**src/logic/ctc_pkg.sv**
```systemverilog
// Purpose: Shared constants and state types for the conversion timing control
// Assumes: 32-bit register port, byte offsets, one 100 MHz clock
// Notes:   Divider values are shadowed and applied at the next conversion strobe
package ctc_pkg;
   // ****************************************
   // Widths and clock figures
   // ****************************************
   localparam int CTC_DIV_W        = 8;          // Divider register width
   localparam int CTC_SMP_W        = 14;         // Converter sample width
   localparam int CTC_ADDR_W       = 8;          // Register port address width
   localparam int CTC_FIFO_DEPTH   = 16;         // Transmit sample buffer depth
   localparam int CTC_CLK_HZ       = 100000000;  // System clock rate
   localparam int CTC_SCF_HZ       = 288000;     // Target filter clock rate
   // Filter clock toggles once per divider wrap, so two wraps per period
   localparam int CTC_DIVA_DEF     = CTC_CLK_HZ / (2 * CTC_SCF_HZ);
   localparam int CTC_DIVB_DEF     = 36;         // 288 kHz / 36 = 8 kHz rate

   // ****************************************
   // Register byte offsets
   // ****************************************
   localparam logic [7:0] CTC_OFS_CTRL   = 8'h00;  // Mode, gain, input, bypass
   localparam logic [7:0] CTC_OFS_RXA    = 8'h04;  // Receive filter divider
   localparam logic [7:0] CTC_OFS_RXB    = 8'h08;  // Receive conversion divider
   localparam logic [7:0] CTC_OFS_TXA    = 8'h0C;  // Transmit filter divider
   localparam logic [7:0] CTC_OFS_TXB    = 8'h10;  // Transmit conversion divider
   localparam logic [7:0] CTC_OFS_TXDATA = 8'h14;  // Push one D/A sample
   localparam logic [7:0] CTC_OFS_STATUS = 8'h18;  // Buffer state, underrun

   // ****************************************
   // Field positions
   // ****************************************
   localparam int CTC_CTRL_SYNC   = 0;   // Locked transmit/receive timing
   localparam int CTC_CTRL_BYTE   = 1;   // Two 8-bit bytes per transfer
   localparam int CTC_CTRL_GAIN   = 2;   // Two bits: 00 x1, 01 x2, 10 x4
   localparam int CTC_CTRL_AUX    = 4;   // Auxiliary input pair
   localparam int CTC_CTRL_BYPASS = 5;   // Skip band-pass filter
   localparam int CTC_ST_EMPTY    = 0;   // Buffer empty
   localparam int CTC_ST_FULL     = 1;   // Buffer full
   localparam int CTC_ST_UNDER    = 2;   // Sticky underrun, write 1 clears
   localparam int CTC_ST_LEVEL    = 8;   // Buffer level field

   // ****************************************
   // Reset values and gain codes
   // ****************************************
   localparam logic [5:0] CTC_CTRL_RST = 6'h00;  // Async, word mode, x1, main
   localparam logic [1:0] CTC_GAIN_X1  = 2'h0;   // Unity gain
   localparam logic [1:0] CTC_GAIN_X4  = 2'h2;   // Highest legal code
   localparam logic [CTC_DIV_W-1:0] CTC_DIVA_RST = CTC_DIV_W'(CTC_DIVA_DEF);
   localparam logic [CTC_DIV_W-1:0] CTC_DIVB_RST = CTC_DIV_W'(CTC_DIVB_DEF);

   // ****************************************
   // Top-level state
   // ****************************************
   typedef struct packed {
      logic [5:0]           ctrl_sh;    // Control as written
      logic [5:0]           ctrl;       // Control in force
      logic [CTC_DIV_W-1:0] rxa_sh, rxb_sh, txa_sh, txb_sh;  // Shadows
      logic [CTC_DIV_W-1:0] rxa, rxb, txa, txb;              // In force
      logic [CTC_DIV_W-1:0] rx_cnt_a, rx_cnt_b;              // Receive counters
      logic [CTC_DIV_W-1:0] tx_cnt_a, tx_cnt_b;              // Transmit counters
      logic                 rx_fclk, tx_fclk;                // Filter clocks
      logic                 adc_stb, dac_stb;                // Strobes
      logic [CTC_SMP_W-1:0] dac_data;   // Sample at the converter
      logic                 underrun;   // Sticky empty-at-strobe
      logic [31:0]          rd_data;    // Read answer
   } ctc_state_t;
endpackage

```
**src/logic/ctc_conv_timing.sv**
```systemverilog
// Purpose: Filter clock and conversion rate generation with mode control
// Assumes: Register port master never reads and writes in one cycle
// Notes:   Buffer drains one sample per D/A strobe
//
// Added by the designer: the placing of the registers and the strobed register port.
`timescale 1ns/1ps

// ****************************************
// Transmit sample buffer
// ****************************************
module ctc_fifo #(
   parameter int W = 14,   // Word width
   parameter int D = 16    // Depth, power of two
) (
   input  wire logic         sys_clk_in,    // System clock
   input  wire logic         rst_in,        // Sync reset, high
   input  wire logic         in_valid_in,   // Word offered
   output logic              in_ready_out,  // Room for a word
   input  wire logic [W-1:0] in_data_in,    // Word in
   output logic              out_valid_out, // Word waiting
   input  wire logic         out_ready_in,  // Consumer takes word
   output logic [W-1:0]      out_data_out,  // Oldest word
   output logic [$clog2(D):0] level_out     // Words held
);
   localparam int AW = $clog2(D);  // Pointer width

   typedef struct packed {
      logic [D-1:0][W-1:0] mem;    // Storage
      logic [AW-1:0]       wp, rp; // Pointers
      logic [AW:0]         cnt;    // Level
      logic                full;   // No room
      logic                empty;  // Nothing held
   } ctc_fifo_t;

   ctc_fifo_t st, next_st;  // State and next state
   logic      push, pop;    // Accepted handshakes

   // Next state from both handshakes
   always_comb begin
      next_st = st;
      push    = in_valid_in && !st.full;
      pop     = out_ready_in && !st.empty;
      if (push) begin
         next_st.mem[st.wp] = in_data_in;
         next_st.wp         = st.wp + AW'(1);
      end
      if (pop) begin
         next_st.rp = st.rp + AW'(1);
      end
      next_st.cnt   = st.cnt + (AW+1)'(push) - (AW+1)'(pop);
      next_st.full  = (next_st.cnt == (AW+1)'(D));
      next_st.empty = (next_st.cnt == '0);
   end

   // State register
   always_ff @(posedge sys_clk_in) begin
      if (rst_in) begin
         st       <= '0;
         st.empty <= 1'b1;
      end else begin
         st <= next_st;
      end
   end

   assign in_ready_out  = !st.full;
   assign out_valid_out = !st.empty;
   assign out_data_out  = st.mem[st.rp];
   assign level_out     = st.cnt;
endmodule // ctc_fifo

module ctc_conv_timing
   import ctc_pkg::*;
#(
   parameter int FIFO_W = ctc_pkg::CTC_SMP_W,      // Sample width
   parameter int FIFO_D = ctc_pkg::CTC_FIFO_DEPTH  // Sample buffer depth
) (
   input  wire logic                           sys_clk_in,      // Master clock
   input  wire logic                           rst_in,          // Sync reset, high
   input  wire logic [ctc_pkg::CTC_ADDR_W-1:0] addr_in,         // Register byte address
   input  wire logic [31:0]                    wr_data_in,      // Write data
   input  wire logic                           wr_in,           // Write strobe
   input  wire logic                           rd_in,           // Read strobe
   output logic      [31:0]                    rd_data_out,     // Read data, next cycle
   output logic                                rx_fclk_out,     // Band-pass filter clock
   output logic                                tx_fclk_out,     // Low-pass filter clock
   output logic                                adc_stb_out,     // A/D conversion pulse
   output logic                                dac_stb_out,     // D/A conversion pulse
   output logic      [ctc_pkg::CTC_SMP_W-1:0]  dac_data_out,    // Sample for D/A
   output logic                                sync_mode_out,   // Locked timing
   output logic                                byte_mode_out,   // Two-byte transfers
   output logic      [1:0]                     gain_out,        // Input gain code
   output logic                                aux_sel_out,     // Auxiliary inputs
   output logic                                bypass_out,      // Filter bypassed
   output logic                                tx_ready_out     // Buffer has room
);
   import ctc_pkg::*;

   ctc_state_t                st, next_st;   // State and next state
   logic                      tx_tick;       // Transmit divider A wrap
   logic                      rx_tick;       // Receive filter tick used
   logic                      tx_wrap_b;     // Transmit divider B wrap
   logic                      rx_wrap_b;     // Receive divider B wrap
   logic                      dac_now;       // D/A strobe this cycle
   logic                      adc_now;       // A/D strobe this cycle
   logic                      sync_now;      // Mode in force
   logic                      push;          // Sample write
   logic                      f_valid;       // Buffer holds a sample
   logic [FIFO_W-1:0]         f_data;        // Oldest sample
   logic [$clog2(FIFO_D):0]   f_level;       // Buffer level
   logic [1:0]                gain_wr;       // Gain as written

   // ****************************************
   // Sample buffer
   // ****************************************
   ctc_fifo #(.W(FIFO_W), .D(FIFO_D)) u_fifo (
      .sys_clk_in    (sys_clk_in),
      .rst_in        (rst_in),
      .in_valid_in   (push),
      .in_ready_out  (tx_ready_out),
      .in_data_in    (wr_data_in[FIFO_W-1:0]),
      .out_valid_out (f_valid),
      .out_ready_in  (dac_now),
      .out_data_out  (f_data),
      .level_out     (f_level)
   );

   // Wrap test that treats a zero divider as one
   function automatic logic wrap(input logic [CTC_DIV_W-1:0] c, input logic [CTC_DIV_W-1:0] d);
      wrap = (d == '0) || (c >= d - CTC_DIV_W'(1));
   endfunction

   // ****************************************
   // Next state
   // ****************************************
   always_comb begin
      next_st  = st;
      sync_now = st.ctrl[CTC_CTRL_SYNC];
      push     = wr_in && (addr_in == CTC_OFS_TXDATA);
      gain_wr  = wr_data_in[CTC_CTRL_GAIN +: 2];
      // Transmit divider A tick
      tx_tick  = wrap(st.tx_cnt_a, st.txa);
      // receive divider A, shared when locked
      rx_tick  = sync_now ? tx_tick : wrap(st.rx_cnt_a, st.rxa);
      tx_wrap_b = tx_tick && !st.tx_fclk && wrap(st.tx_cnt_b, st.txb);
      rx_wrap_b = rx_tick && !st.rx_fclk && wrap(st.rx_cnt_b, st.rxb);
      dac_now  = tx_wrap_b;
      adc_now  = sync_now ? tx_wrap_b : rx_wrap_b;

      // Divider A counters and filter clocks
      next_st.tx_cnt_a = tx_tick ? '0 : st.tx_cnt_a + CTC_DIV_W'(1);
      next_st.tx_fclk  = tx_tick ? !st.tx_fclk : st.tx_fclk;
      next_st.rx_cnt_a = wrap(st.rx_cnt_a, st.rxa) ? '0 : st.rx_cnt_a + CTC_DIV_W'(1);
      // locked mode copies low-pass clock, no phase slip
      if (sync_now) begin
         next_st.rx_fclk = next_st.tx_fclk;
      end else begin
         next_st.rx_fclk = rx_tick ? !st.rx_fclk : st.rx_fclk;
      end
      if (tx_tick && !st.tx_fclk) begin
         next_st.tx_cnt_b = tx_wrap_b ? '0 : st.tx_cnt_b + CTC_DIV_W'(1);
      end
      if (rx_tick && !st.rx_fclk) begin
         next_st.rx_cnt_b = rx_wrap_b ? '0 : st.rx_cnt_b + CTC_DIV_W'(1);
      end
      next_st.dac_stb = dac_now;
      next_st.adc_stb = adc_now;

      if (dac_now) begin
         next_st.txa  = st.txa_sh;
         next_st.txb  = st.txb_sh;
         next_st.ctrl = st.ctrl_sh;
         if (sync_now) begin
            next_st.rxa = st.rxa_sh;
            next_st.rxb = st.rxb_sh;
         end
      end
      if (adc_now && !sync_now) begin
         next_st.rxa = st.rxa_sh;
         next_st.rxb = st.rxb_sh;
      end

      // Sample pop and underrun, set wins over clear
      if (dac_now && f_valid) begin
         next_st.dac_data = f_data;
      end
      if (wr_in && addr_in == CTC_OFS_STATUS && wr_data_in[CTC_ST_UNDER]) begin
         next_st.underrun = 1'b0;
      end
      if (dac_now && !f_valid) begin
         next_st.underrun = 1'b1;
      end

      // Register writes
      if (wr_in) begin
         case (addr_in)
            CTC_OFS_CTRL: begin
               next_st.ctrl_sh = wr_data_in[5:0];
               // illegal gain code falls back to unity
               if (gain_wr > CTC_GAIN_X4) begin
                  next_st.ctrl_sh[CTC_CTRL_GAIN +: 2] = CTC_GAIN_X1;
               end
            end
            CTC_OFS_RXA: next_st.rxa_sh = wr_data_in[CTC_DIV_W-1:0];
            CTC_OFS_RXB: next_st.rxb_sh = wr_data_in[CTC_DIV_W-1:0];
            CTC_OFS_TXA: next_st.txa_sh = wr_data_in[CTC_DIV_W-1:0];
            CTC_OFS_TXB: next_st.txb_sh = wr_data_in[CTC_DIV_W-1:0];
            default: ;  // Sample pushes, status writes and unmapped writes
         endcase
      end

      // Register reads, unmapped reads as zero
      next_st.rd_data = '0;
      if (rd_in) begin
         case (addr_in)
            CTC_OFS_CTRL: next_st.rd_data = 32'(st.ctrl_sh);
            CTC_OFS_RXA:  next_st.rd_data = 32'(st.rxa_sh);
            CTC_OFS_RXB:  next_st.rd_data = 32'(st.rxb_sh);
            CTC_OFS_TXA:  next_st.rd_data = 32'(st.txa_sh);
            CTC_OFS_TXB:  next_st.rd_data = 32'(st.txb_sh);
            CTC_OFS_STATUS: begin
               next_st.rd_data[CTC_ST_EMPTY] = !f_valid;
               next_st.rd_data[CTC_ST_FULL]  = !tx_ready_out;
               next_st.rd_data[CTC_ST_UNDER] = st.underrun;
               next_st.rd_data[CTC_ST_LEVEL +: $clog2(FIFO_D)+1] = f_level;
            end
            default: next_st.rd_data = '0;
         endcase
      end
   end

   // ****************************************
   // State register
   // ****************************************
   always_ff @(posedge sys_clk_in) begin
      if (rst_in) begin
         st        <= '0;
         st.ctrl   <= CTC_CTRL_RST;
         st.ctrl_sh <= CTC_CTRL_RST;
         st.rxa    <= CTC_DIVA_RST;
         st.txa    <= CTC_DIVA_RST;
         st.rxa_sh <= CTC_DIVA_RST;
         st.txa_sh <= CTC_DIVA_RST;
         st.rxb    <= CTC_DIVB_RST;
         st.txb    <= CTC_DIVB_RST;
         st.rxb_sh <= CTC_DIVB_RST;
         st.txb_sh <= CTC_DIVB_RST;
      end else begin
         st <= next_st;
      end
   end

   // ****************************************
   // Outputs
   // ****************************************
   assign rd_data_out   = st.rd_data;
   assign rx_fclk_out   = st.rx_fclk;
   assign tx_fclk_out   = st.tx_fclk;
   assign adc_stb_out   = st.adc_stb;
   assign dac_stb_out   = st.dac_stb;
   assign dac_data_out  = st.dac_data;
   assign sync_mode_out = st.ctrl[CTC_CTRL_SYNC];
   assign byte_mode_out = st.ctrl[CTC_CTRL_BYTE];
   assign gain_out      = st.ctrl[CTC_CTRL_GAIN +: 2];
   assign aux_sel_out   = st.ctrl[CTC_CTRL_AUX];
   assign bypass_out    = st.ctrl[CTC_CTRL_BYPASS];
endmodule // ctc_conv_timing

```
**config.mk**
```make
export PLATFORM = sky130hd
export DESIGN_NAME = ctc_conv_timing
export DESIGN_NICKNAME = d
export VERILOG_FILES = /design/src/logic/ctc_pkg.sv /design/src/logic/ctc_conv_timing.sv
export SDC_FILE = /design/constraint.sdc
export NUM_CORES = 1
export LEC_CHECK = 0
export BUFFER_PORTS_ARGS = -buffer_cell sky130_fd_sc_hd__clkbuf_2
export CELL_PAD_IN_SITES_DETAIL_PLACEMENT = 1
export CELL_PAD_IN_SITES_GLOBAL_PLACEMENT = 2
export CORE_MARGIN = 2
export CORE_UTILIZATION = 34
export CTS_CLUSTER_SIZE = 16
export DETAILED_ROUTE_END_ITERATION = 10
export PLACE_DENSITY = 0.87
export SLEW_MARGIN = 0
export SYNTH_ARGS = -nofsm -noshare
export SYNTH_HDL_FRONTEND = slang
export SYNTH_SLANG_ARGS = --single-unit
```
**constraint.sdc**
```tcl
create_clock -name sys_clk_in -period 4.5 [get_ports sys_clk_in]
set_input_delay 0.675 -clock sys_clk_in [delete_from_list [all_inputs] [get_ports sys_clk_in]]
set_output_delay 0.675 -clock sys_clk_in [all_outputs]
set_load 0.05 [all_outputs]
```
==> qor.yml <==
status: "finished clean"
critPathMaxStageDelay_ns: 0.35
setup_viol: 0
power.leakage_nw: 6.71
powerDensity_mw_per_mm2: 367
grt_pass1_wl_um: 81600
die-area_mm2: 0.0536
cts.sinks: 379
htreeDepth: 2
synth_top_cell_area_share: 0.431
min_path_type: "reg -> reg"
drive_gt1_frac: 0.149
max_cap_violations: 0
syn_to_final_growth_pct: 10.3
vdd_drop_max_mv: 0.177
place_ws_ns: 0.00145
skew_ns: 0.0359
p_total_mw: 7.13
fin_crit_ns: 4.21
finalCritPeriodShare: 0.936
drc: 0
drt-total-wl_um: 51900
cts-root-buf: "clkbuf_16"
die_w_um: 232
crit_family: "adder cells"
synth_cell_type_count: 62
synthTopCellsByArea: "dfxtp_1 43%, nand2_1 12%, mux4_2 9.0%"
syn-cell-area_mm2: 0.0176
fmax_ghz: 0.237
place.gp.congestion: 0.841
start_kind: "flip-flop"
initial_core_util: 0.343
async_reset_ff_frac: 0
ant_nets: 0
antenna_cells: 0
dr.pass1.iters: 5
viasPerCell: 5.20
core_area_mm2: 0.0513
vias: 13800
worstPathArrival_ns: 4.69
clock_path_buffers: 3
rows: 83
fp.dieH_um: 232
crit_path_top_delay_cell: "dfxtp_2"
cts_tree: "built"
yosys.area.top_type: "dfxtp_1"
synthFlopType: "dfxtp_1"
io_buffers: 63
clk_pin_slew_ns: 0.06
grt_usage: 0.194
postSynthAreaPerCell_um2: 8.83
hold_viol: 0
grt_pass1_vias: 14600
antenna_found_initial: 3
crit_type: "reg -> reg"
tightestPinTransition_ns: 1.08
nets: 2050
maxSlewViolCount: 0
numCtsBuffers: 42
worst-path-max-fanout: 7
yosys_register_bits: 379
required_ns: 4.97
grt-ovfl-total: 0
drt_iter0_drc: 845
fin_ws_ns: 0.286
ios: 101
clkLatencyLatePin_ns: 0.60
critPathCaptureType: "flip-flop"
synth_edf_count: 0
ys_warn_count: 0
routedWlPerCell_um: 19.5
dp_hpwl_um: 34500
maxSlewHeadroom: 0.283
critPathBufInv: 6
ys_seq_area_frac: 0.431
grt_max_degree: 187
netlist_instances: 1995
-- placed cells by master, fill, tap and decap left out, drive strengths merged, types with 4 or more instances in the layout --
| cell type | count |
|---|---|
| a21o | 4 |
| a21oi | 274 |
| a22oi | 12 |
| and2 | 11 |
| and3 | 10 |
| buf | 24 |
| bufinv | 4 |
| clkbuf | 118 |
| clkinv | 14 |
| conb | 19 |
| dfxtp | 379 |
| ha | 51 |
| inv | 37 |
| mux2 | 7 |
| mux2i | 50 |
| mux4 | 70 |
| nand2 | 553 |
| nand2b | 6 |
| nand3 | 62 |
| nand4 | 8 |
| nor2 | 122 |
| nor2b | 8 |
| nor3 | 19 |
| nor3b | 7 |
| nor4 | 7 |
| o21a | 4 |
| o21ai | 8 |
| or3 | 4 |
| xnor2 | 29 |
| xor2 | 27 |
-- cell families after synthesis --
| logic type | share of synthesized area |
|---|---|
| adder cells (fa/ha/maj) | 0.0374 |
| AND/OR/NAND/NOR | 0.204 |
| AO/OA/AOI/OAI | 0.105 |
| multiplexers | 0.122 |
| XOR/XNOR | 0.0278 |
| other | 0.000213 |
| buffers and inverters | 0.0723 |
| flip-flops | 0.431 |
-- through the flow --
stage | utilization | hold slack [ns] | setup TNS (ns) | instances | area (um^2)
after global placement | 0.349 | 0.438 | 0 | 2587 | 17900
after detailed placement | 0.349 | 0.447 | 0 | 2587 | 17900
final | 0.379 | 0.452 | 0 | 2664 | 19400
after floorplan | - | 0.422 | 0 | 2013 | 17700
after CTS | 0.377 | 0.436 | 0 | 2661 | 19300
after global routing | 0.379 | 0.457 | -0.0285 | 2664 | 19400
-- per-layer routing --
layer  part of all wire  global-route usage
met5            0.00052                   0
met3              0.043              0.0359
met4              0.027              0.0611
met1               0.45               0.250
met2               0.48               0.330
-- report_power, final --
group	leakage [nW]	total [mW]	switching, mW	internal, mW
sequential	3.05	3.37	0.00795	3.36
clock	0.702	3.57	1.47	2.09
combinational	2.95	0.200	0.170	0.0308
-- worst paths after layout --
check	from	endpoint	slack [ns]	depth (start not counted)
max	st[96]$_SDFFE_PP1N_	u_fifo.st[0]$_SDFF_PP1_	0.29	26
min	u_fifo.st[75]$_SDFFE_PP0P_	u_fifo.st[75]$_SDFFE_PP0P_	0.45	2
max reg2reg	st[96]$_SDFFE_PP1N_	u_fifo.st[0]$_SDFF_PP1_	0.29	26
min reg2reg	u_fifo.st[75]$_SDFFE_PP0P_	u_fifo.st[75]$_SDFFE_PP0P_	0.45	2
-- sequential cells by signal, indices dropped and copies added (netlist names) --
signal and count:
byte_mode_out 1, adc_stb_out 1, st 103, u_fifo.level_out 5
dac_data_out 14, rx_fclk_out 1, rd_data_out 13, sync_mode_out 1
u_fifo.st 234, bypass_out 1, gain_out 2, aux_sel_out 1
dac_stb_out 1, tx_fclk_out 1
-- Yosys cell counts, types with 4 or more instances --
| cell type | count |
|---|---|
| nor2b_1 | 8 |
| a21oi_1 | 258 |
| nor2_1 | 110 |
| a21o_1 | 4 |
| nor3_4 | 4 |
| o21ai_0 | 8 |
| buf_4 | 61 |
| buf_2 | 22 |
| nor3b_1 | 7 |
| mux4_2 | 70 |
| a21oi_2 | 16 |
| nand2_1 | 549 |
| nand2_4 | 4 |
| nor3_1 | 15 |
| clkbuf_8 | 12 |
| xnor2_1 | 29 |
| nand3_1 | 60 |
| mux2i_1 | 50 |
| dfxtp_1 | 379 |
| o21a_1 | 4 |
| nand2b_1 | 6 |
| and3_1 | 10 |
| nor2_4 | 12 |
| ha_1 | 51 |
| xor2_1 | 27 |
| mux2_2 | 7 |
| and2_1 | 7 |
| nor4_1 | 6 |
| buf_6 | 6 |
| nand4_1 | 8 |
| buf_1 | 6 |
| and2_2 | 4 |
| inv_1 | 37 |
| a22oi_1 | 12 |
| clkbuf_1 | 82 |
-- worst reg2reg max path, cell delays in order (launching register included) --
cell,delay (ns)
dfxtp_2,0.35
nor4_4,0.29
nand2_1,0.13
xor2_2,0.17
ha_1,0.32
a21o_1,0.19
a21oi_1,0.15
nand3_1,0.14
nor2_2,0.18
inv_1,0.09
ha_4,0.20
nand2_1,0.12
o21ai_4,0.07
nand2_1,0.10
clkinv_1,0.09
ha_1,0.28
inv_1,0.04
ha_1,0.18
inv_1,0.07
fa_2,0.22
inv_1,0.05
a21o_1,0.16
a21oi_1,0.19
xnor2_1,0.14
nand2_1,0.10
inv_2,0.08
nor2_1,0.04
-- final cells by class --
cell class                      instances  area [um^2]
Inverter                               38          143
Clock inverter                         18          244
Clock buffer                           56         1180
Sequential cell                       379         7590
Tap cell                              680          851
Fill cell                            5956        31900
Timing Repair Buffer                   86          523
Multi-Input combinational cell       1407         8880
-- timing repair --
item | in CTS | in global routing
buffers inserted | 0 | 3
hold buffers | 0 | 0
pin swaps | 0 | 4
resized for setup | 1 | 12
setup endpoints to repair | 2 | 3
Power figures use the tool's default switching activity.
